**src/hdl/cpu_supervisor_regs.svh**
```systemverilog
`ifndef CPU_SUPERVISOR_REGS_SVH
`define CPU_SUPERVISOR_REGS_SVH

// ----------------------------------------------------------------------
// Timing constants
// ----------------------------------------------------------------------
// Clock period in ns
`define SUP_CLK_PERIOD_NS 10
// Reset hold after supply recovery and after a press, in ms
`define SUP_HOLD_MS 250
// Hold count in cycles (least time, exact division)
`define SUP_HOLD_CYCLES ((`SUP_HOLD_MS * 1000000) / `SUP_CLK_PERIOD_NS)
// Pushbutton debounce settle time in ms
`define SUP_DEBOUNCE_MS 10
`define SUP_DEBOUNCE_CYCLES \
	((`SUP_DEBOUNCE_MS * 1000000) / `SUP_CLK_PERIOD_NS)
// Watchdog timeout in ms
`define SUP_WDOG_MS 1000
`define SUP_WDOG_CYCLES ((`SUP_WDOG_MS * 1000000) / `SUP_CLK_PERIOD_NS)
// Reset value of the power-good latch
`define SUP_PWR_GOOD_RST 1'b0

`endif

```
**src/hdl/cpu_supervisor_pkg.sv**
```systemverilog
`default_nettype none
package cpu_supervisor_pkg;
	// Reset request sources
	typedef struct packed {
		logic power;
		logic button;
		logic watchdog;
	} reset_req_t;
	// Debounce/stretch phases of the pushbutton path
	typedef enum logic [1:0] {
		BTN_IDLE,
		BTN_SETTLE,
		BTN_PULSE,
		BTN_WAIT_RELEASE
	} btn_state_t;
endpackage : cpu_supervisor_pkg
`default_nettype wire

```
**src/hdl/hold_timer.sv**
```systemverilog
`default_nettype none
// Retriggerable hold: o_active stays high while i_hold is high and for
// HOLD_CYCLES cycles after it falls.
module hold_timer #(
	parameter int unsigned HOLD_CYCLES = 25000000
) (
	input wire logic i_clk_sys,
	input wire logic i_reset,
	input wire logic i_hold,
	output logic o_active
);
	localparam int W = $clog2(HOLD_CYCLES + 1);
	localparam logic [W-1:0] LOAD = W'(HOLD_CYCLES);

	typedef struct packed {
		logic [W-1:0] count;
	} hold_state_t;

	hold_state_t state;
	hold_state_t next_state;

	// Reload while held, count down afterwards
	always_comb begin
		next_state = state;
		if (i_hold) begin
			next_state.count = LOAD;
		end else if (state.count != '0) begin
			next_state.count = state.count - W'(1);
		end
	end

	// Starts loaded so the reset output is active out of reset
	always_ff @(posedge i_clk_sys) begin
		if (i_reset) begin
			state.count <= LOAD;
		end else begin
			state <= next_state;
		end
	end

	assign o_active = i_hold || (state.count != '0);
endmodule : hold_timer
`default_nettype wire

```
**src/hdl/cpu_supervisor_reset_watchdog.sv**
```systemverilog
`include "cpu_supervisor_regs.svh"
`default_nettype none
// Contract
// RULE1 - Supply out of tolerance raises power-fail and holds reset active.
// RULE2 - After supply recovers, reset stays active a further 250 ms.
// RULE3 - Pushbutton bounce is filtered into a single press.
// RULE4 - Each accepted press yields a reset pulse of at least 250 ms.
// RULE5 - Missing strobe low before watchdog timeout forces reset; host kicks.
// RULE6 - Reset line driven low for supply, watchdog, power-up, pushbutton.
// RULE7 - External low on reset line is debounced and stretched, not passed.
// RULE8 - Reset output is the OR of power, button and watchdog requests.
module cpu_supervisor_reset_watchdog #(
	parameter int unsigned HOLD_CYCLES = `SUP_HOLD_CYCLES,
	parameter int unsigned DEBOUNCE_CYCLES = `SUP_DEBOUNCE_CYCLES,
	parameter int unsigned WDOG_CYCLES = `SUP_WDOG_CYCLES
) (
	input wire logic i_clk_sys,
	input wire logic i_reset,
	input wire logic i_supply_ok,
	input wire logic i_reset_line,
	input wire logic i_watchdog_kick_strobe_n,
	output logic o_reset_line_oe,
	output logic o_reset_line,
	output logic o_power_fail,
	output cpu_supervisor_pkg::reset_req_t o_reset_req
);
	localparam int DW = $clog2(DEBOUNCE_CYCLES + 1);
	localparam int HW = $clog2(HOLD_CYCLES + 1);
	localparam int WW = $clog2(WDOG_CYCLES + 1);
	localparam logic [DW-1:0] DB_LOAD = DW'(DEBOUNCE_CYCLES);
	localparam logic [HW-1:0] HOLD_LOAD = HW'(HOLD_CYCLES);
	localparam logic [WW-1:0] WD_LOAD = WW'(WDOG_CYCLES);

	// ------------------------------------------------------------------
	// State
	// ------------------------------------------------------------------
	typedef struct packed {
		logic [1:0] sync_ok;
		logic [1:0] sync_line;
		logic [1:0] sync_kick;
		logic kick_prev;
		cpu_supervisor_pkg::btn_state_t btn;
		logic [DW-1:0] db_count;
		logic [HW-1:0] pulse_count;
		logic [WW-1:0] wd_count;
		logic wd_fire;
		logic drive_low;
		logic power_fail;
		cpu_supervisor_pkg::reset_req_t req;
	} sup_state_t;

	sup_state_t state;
	sup_state_t next_state;
	logic power_hold;
	logic line_low;
	logic kick_fall;
	logic any_req;

	assign line_low = ~state.sync_line[1];
	assign kick_fall = state.kick_prev & ~state.sync_kick[1];

	// ------------------------------------------------------------------
	// Power-fail hold (stretch after recovery, also covers power-up)
	// ------------------------------------------------------------------
	hold_timer #(
		.HOLD_CYCLES(HOLD_CYCLES)
	) u_power_hold (
		.i_clk_sys(i_clk_sys),
		.i_reset(i_reset),
		.i_hold(state.power_fail),
		.o_active(power_hold)
	);

	// ------------------------------------------------------------------
	// Next-state logic
	// ------------------------------------------------------------------
	always_comb begin
		next_state = state;
		// Pins pass two flops before any logic reads them
		next_state.sync_ok = {state.sync_ok[0], i_supply_ok};
		next_state.sync_line = {state.sync_line[0], i_reset_line};
		next_state.sync_kick = {state.sync_kick[0], i_watchdog_kick_strobe_n};
		next_state.kick_prev = state.sync_kick[1];
		next_state.power_fail = ~state.sync_ok[1]; // RULE1

		// Button path: our own low drive reads back as a low line, so
		// presses are only looked for while we are not driving
		// Limitation: the readback stays low for two sync cycles after a
		// release, so DEBOUNCE_CYCLES must be nonzero or the echo is a press
		unique case (state.btn)
			cpu_supervisor_pkg::BTN_IDLE: begin
				if (line_low && !state.drive_low) begin // RULE7
					next_state.btn = cpu_supervisor_pkg::BTN_SETTLE;
					next_state.db_count = DB_LOAD;
				end
			end
			cpu_supervisor_pkg::BTN_SETTLE: begin
				// Any bounce high drops back to idle; press needs steady low
				if (!line_low) begin // RULE3
					next_state.btn = cpu_supervisor_pkg::BTN_IDLE;
				end else if (state.db_count == '0) begin
					next_state.btn = cpu_supervisor_pkg::BTN_PULSE;
					next_state.pulse_count = HOLD_LOAD;
				end else begin
					next_state.db_count = state.db_count - DW'(1);
				end
			end
			cpu_supervisor_pkg::BTN_PULSE: begin
				// Fixed pulse regardless of how long the button is held
				if (state.pulse_count == '0) begin // RULE4
					next_state.btn = cpu_supervisor_pkg::BTN_WAIT_RELEASE;
					next_state.db_count = DB_LOAD;
				end else begin
					next_state.pulse_count = state.pulse_count - HW'(1);
				end
			end
			cpu_supervisor_pkg::BTN_WAIT_RELEASE: begin
				// Line must read high for a settle time before re-arming,
				// so release bounce is not a second press
				if (line_low) begin // RULE3
					next_state.db_count = DB_LOAD;
				end else if (state.db_count == '0) begin
					next_state.btn = cpu_supervisor_pkg::BTN_IDLE;
				end else begin
					next_state.db_count = state.db_count - DW'(1);
				end
			end
		endcase

		// Watchdog: a falling strobe reloads; expiry gives one hold pulse.
		// Held in reload while any other reset is active.
		next_state.wd_fire = 1'b0;
		if (kick_fall || power_hold || state.req.button) begin // RULE5
			next_state.wd_count = WD_LOAD;
		end else if (state.wd_count == '0) begin
			next_state.wd_fire = 1'b1;
			next_state.wd_count = WD_LOAD;
		end else begin
			next_state.wd_count = state.wd_count - WW'(1);
		end

		next_state.req.power = power_hold; // RULE2
		next_state.req.button = (state.btn == cpu_supervisor_pkg::BTN_PULSE);
		next_state.req.watchdog = state.wd_fire;
		any_req = next_state.req.power | next_state.req.button |
			next_state.req.watchdog;
		next_state.drive_low = any_req; // RULE8

		// Watchdog expiry reuses the button stretcher for a full hold
		// pulse by entering the pulse phase, so both share one length
		if (state.wd_fire &&
				state.btn != cpu_supervisor_pkg::BTN_PULSE) begin // RULE6
			next_state.btn = cpu_supervisor_pkg::BTN_PULSE;
			next_state.pulse_count = HOLD_LOAD;
		end
	end

	// ------------------------------------------------------------------
	// State register
	// ------------------------------------------------------------------
	always_ff @(posedge i_clk_sys) begin
		if (i_reset) begin
			state <= '0;
			state.sync_ok <= {2{`SUP_PWR_GOOD_RST}};
			state.sync_line <= 2'b11;
			state.sync_kick <= 2'b11;
			state.kick_prev <= 1'b1;
			state.wd_count <= WD_LOAD;
			state.power_fail <= 1'b1;
			state.drive_low <= 1'b1;
			state.req.power <= 1'b1;
		end else begin
			state <= next_state;
		end
	end

	// Open drain: drive low only, the pullup gives the high level
	assign o_reset_line = 1'b0;
	assign o_reset_line_oe = state.drive_low; // RULE6
	assign o_power_fail = state.power_fail;
	assign o_reset_req = state.req;

	// ------------------------------------------------------------------
	// Assertions
	// ------------------------------------------------------------------
	a_fail_holds_reset: assert property (@(posedge i_clk_sys) // RULE1
		disable iff (i_reset) o_power_fail |-> ##[1:2] o_reset_line_oe)
		else $error("Reset not held during power fail");
	a_or_of_sources: assert property (@(posedge i_clk_sys) // RULE8
		disable iff (i_reset)
		(|o_reset_req) == o_reset_line_oe)
		else $error("Reset output is not the OR of requests");
	a_press_pulse: assert property (@(posedge i_clk_sys) // RULE4
		disable iff (i_reset)
		$rose(o_reset_req.button) |-> o_reset_req.button [*8])
		else $error("Button reset pulse too short");
	a_pulse_load: assert property (@(posedge i_clk_sys) // RULE4
		disable iff (i_reset)
		$rose(o_reset_req.button) |->
		state.pulse_count == HOLD_LOAD - HW'(1))
		else $error("Button pulse started short");
	a_recover_hold: assert property (@(posedge i_clk_sys) // RULE2
		disable iff (i_reset)
		$fell(o_power_fail) |-> o_reset_req.power [*8])
		else $error("Reset released too soon after recovery");
	a_wdog_fires: assert property (@(posedge i_clk_sys) // RULE5
		disable iff (i_reset)
		state.wd_fire |=> o_reset_req.watchdog ##1 o_reset_req.button)
		else $error("Watchdog expiry did not reset");
	a_kick_reloads: assert property (@(posedge i_clk_sys) // RULE5
		disable iff (i_reset) kick_fall |=> state.wd_count == WD_LOAD)
		else $error("Strobe did not reload watchdog");
	a_bounce_filter: assert property (@(posedge i_clk_sys) // RULE3
		disable iff (i_reset)
		(state.btn == cpu_supervisor_pkg::BTN_SETTLE && !line_low &&
		!state.wd_fire) |=> state.btn == cpu_supervisor_pkg::BTN_IDLE)
		else $error("Bounce accepted as press");
	a_line_stretched: assert property (@(posedge i_clk_sys) // RULE7
		disable iff (i_reset)
		(state.btn == cpu_supervisor_pkg::BTN_IDLE && line_low &&
		!state.drive_low && !state.wd_fire) |=>
		(state.btn == cpu_supervisor_pkg::BTN_SETTLE &&
		!o_reset_req.button))
		else $error("Line low passed straight through");
	a_drive_only_low: assert property (@(posedge i_clk_sys) // RULE6
		disable iff (i_reset) o_reset_line_oe |-> !o_reset_line)
		else $error("Reset line driven high");
endmodule : cpu_supervisor_reset_watchdog
`default_nettype wire

```
**config.mk**
```make
export PLATFORM = sky130hd
export DESIGN_NAME = cpu_supervisor_reset_watchdog
export DESIGN_NICKNAME = d
export VERILOG_FILES = /design/src/hdl/cpu_supervisor_pkg.sv /design/src/hdl/hold_timer.sv /design/src/hdl/cpu_supervisor_reset_watchdog.sv
export VERILOG_INCLUDE_DIRS = /design/src /design/src/hdl
export SDC_FILE = /design/constraint.sdc
export NUM_CORES = 1
export LEC_CHECK = 0
export BUFFER_PORTS_ARGS = -buffer_cell sky130_fd_sc_hd__buf_4
export CAP_MARGIN = 15
export CORE_MARGIN = 2
export CORE_UTILIZATION = 62
export DETAILED_ROUTE_END_ITERATION = 10
export GPL_ROUTABILITY_DRIVEN = 0
export PLACE_DENSITY = 0.88
export RECOVER_POWER = 100
export SLEW_MARGIN = 40
export SYNTH_ARGS = -nofsm -noshare
export SYNTH_HDL_FRONTEND = slang
export SYNTH_SLANG_ARGS = --single-unit
export TNS_END_PERCENT = 1
```
**constraint.sdc**
```tcl
create_clock -name i_clk_sys -period 3.52 [get_ports i_clk_sys]
set_input_delay 0.352 -clock i_clk_sys [delete_from_list [all_inputs] [get_ports i_clk_sys]]
set_output_delay 0.352 -clock i_clk_sys [all_outputs]
set_load 0.005 [all_outputs]
```
==> flow_metrics.tcl <==
set metrics [dict create \
    dr.first_iter.drc_count 255 \
    max_cap_violations 0 \
    clk_path_buf_depth 2 \
    start_kind "flop" \
    whs_ps 163 \
    fmax_ghz 0.319 \
    ctsRootBufferMaster "clkbuf_8" \
    post_cts_buffers 0 \
    crit_top_cell "or4_1" \
    slew_headroom_pct 8.38 \
    drtPass1Iterations 5 \
    ys_seq_area_share_pct 42.3 \
    period_needed_ps 3130 \
    first_global_vias 4141 \
    synth_warnings 0 \
    avgSynthCellArea_um2 8.48 \
    cp.arrival_ps 3410 \
    r2r-end "state[54]" \
    async_flop_share_pct 0 \
    tns_ps 0 \
    wl_per_cell_um 14.7 \
    seq_area_mm2 0.00224 \
    cts.sinks 112 \
    grt_setup_unrepaired "no" \
    initial_core_util_pct 64.2 \
    grt_pass1_wl_um 17900 \
    die_w_um 96.5 \
    finalPower_uw 2260 \
    port_buffers 9 \
    routed_wl_um 10700 \
    htree_levels 3 \
    syn2layout_area_growth_pct 4.27 \
    postRouteAntennaNets 0 \
    drt-vias-per-instance 6.04 \
    synth_fp_nets 635 \
    worstPathCellList "or4_1 > or3_1 > nor4_1 > clkbuf_1 > o21ai_1 > or4_1 > a31oi_1" \
    ff2ff_setup_slack_ps 390 \
    ir_worst_vdd_uv 218 \
    critPathMaxFanout 12 \
    fillers 662 \
    path_buf_inv 1 \
    dpl.hpwl_um 7540 \
    cts_tree "built" \
    status "finished clean" \
    antenna_found_initial 0 \
    critical_path_class "reg -> reg" \
    row_count 33 \
    vias 4380 \
    clkLatencyLatePin_ps 370 \
    hold_buffers 0 \
    post_cts_resized 0 \
    crit_path_end_kind "flop" \
    slew_violations 0 \
    min_to "next_state[84]" \
    dieHeight_um 96.5 \
    die-area_mm2 0.00931 \
    max_stage_delay_ps 590 \
    syn_inst 625 \
    drive_above_1_share_pct 6.77 \
    whs_path_depth 2 \
    clk_pin_slew_worst_paths_ps 100 \
    required_ps 3800 \
    reg2reg_depth 7 \
    route.detailed.drc 0 \
    cts_buffers 9 \
    finClkSkew_ps 13.7 \
    synth_cell_type_count 58 \
    leakage_uw 0.00195 \
    grt_use_total_pct 24.1 \
    power_density_mw_per_mm2 408 \
    worstSetupStartpoint "state[66]" \
    fin_crit_sh_pct 89.0 \
    synth_edf_count 0 \
    grt_max_degree 34 \
    critPathSlowestCell "or4_1" \
    hp-class "in -> reg" \
    rr_startpoint "state[66]" \
    final_nets 625 \
    core-area_mm2 0.00826 \
    grt-ovfl-total 0 \
    multi_input_area_mm2 0.00283 \
    finalHoldViolCount 0 \
    worstMarginPinSlew_ps 1370 \
    boundaryPins 11 \
    finalSetupViolations 0 \
    synthFlopType "dfxtp_1" \
    critPathTopFamily "simple AND/OR/NAND/NOR gates" \
    ys_ff_latch 112 \
    diodes 0 \
    hold_start "i_reset_line" \
    netlist_area_mm2 0.00530 \
]
-- sequential cells by signal, summed over array words and instances, names as in the netlist --
register            cells
o_reset_req             3
o_reset_line_oe         1
u_power_hold.state     25
state                  77
next_state              5
o_power_fail            1
-- synthesized netlist by cell type, types with 3 or more instances --
master | n | area [um^2]
nand4_1 | 7 | 43.8
nor4_1 | 22 | 138
ha_1 | 5 | 62.6
a31oi_1 | 8 | 50.1
o21ai_0 | 22 | 110
xnor2_1 | 39 | 342
nand2_1 | 46 | 173
nor3_1 | 23 | 115
nand3_1 | 14 | 70.1
nand2b_1 | 8 | 50.1
nor2_1 | 71 | 267
dfxtp_1 | 112 | 2240
o211ai_1 | 4 | 30.0
a211oi_1 | 3 | 22.5
or3_1 | 24 | 150
buf_2 | 3 | 15.0
nor2b_1 | 6 | 37.5
and2_1 | 4 | 25.0
or2_2 | 7 | 43.8
o21a_1 | 3 | 22.5
xor2_1 | 19 | 166
buf_4 | 4 | 30.0
o21ai_1 | 3 | 15.0
inv_1 | 14 | 52.6
a21oi_1 | 44 | 220
clkbuf_1 | 27 | 101
o31ai_1 | 13 | 97.6
or4_1 | 25 | 188
nand3b_1 | 6 | 45.0
-- layer usage --
layer  GRT usage [%]  share of wire (%)  vias to the layer above
met2            42.9                 50                       94
li1                -                  -                     2210
met4            6.81               0.83                        0
met5               0                  0                        -
met1            29.2                 45                     2065
met3            5.12                4.4                       11
-- how the worst max path moves through the flow --
stage / end / slack (ps) / cells after the start
CTS: state[76] / 520 / 6
finish: state[54] / 390 / 7
global route: state[42] / 200 / 7
detailed placement: state[76] / 540 / 6
global placement: state[76] / 700 / 6
floorplan: state[43] / 910 / 8
-- where the power goes --
group          switching (uW)  total (uW)  leakage, uW  internal (uW)
clock network             433         702    0.0000900            269
registers                18.5        1300     0.000905           1280
logic                     162         253     0.000951           90.7
-- cell usage in the layout, fill, tap and decap left out, drive strengths merged, types with 5 or more instances in the layout --
master / synthesis / routed
a21oi: 44 / 44
a31oi: 8 / 8
buf: 9 / 6
clkbuf: 27 / 19
dfxtp: 112 / 112
ha: 5 / 5
inv: 14 / 16
nand2: 46 / 46
nand2b: 8 / 8
nand3: 14 / 14
nand3b: 6 / 6
nand4: 7 / 7
nor2: 71 / 71
nor2b: 6 / 6
nor3: 23 / 23
nor4: 24 / 24
o21ai: 25 / 25
o31ai: 13 / 13
or2: 9 / 9
or3: 24 / 24
or4: 27 / 27
xnor2: 39 / 39
xor2: 19 / 19
-- kinds of logic (layout without fill, tap and decap cells) --
| logic type | Yosys count | count (layout) | share of synthesized area [%] |
|---|---|---|---|
| other cells | 1 | 1 | 0.0707 |
| fa+ha+maj | 6 | 6 | 1.37 |
| xor+xnor | 58 | 58 | 9.58 |
| compound gates | 117 | 117 | 14.1 |
| buf+inv | 50 | 45 | 4.18 |
| flops | 112 | 112 | 42.3 |
| simple gates | 281 | 281 | 28.4 |
-- layout make-up --
cell class | instances | share of cell area, %
Clock buffer | 10 | 2.31
Clock inverter | 6 | 0.996
Inverter | 14 | 0.950
Multi-Input combinational cell | 463 | 51.1
Sequential cell | 112 | 40.6
Tap cell | 105 | 2.38
Timing Repair Buffer | 15 | 1.70
-- metrics by stage --
stage	cells	utilization, %	setup WS (ps)	area, um^2
after detailed placement	709	65.2	535	5390
final	725	67.0	389	5530
after global placement	709	65.2	701	5380
after floorplan	625	-	909	5300
after CTS	725	67.4	520	5570
after global routing	725	67.0	203	5530
No activity file was read; power rests on OpenSTA's default activity.
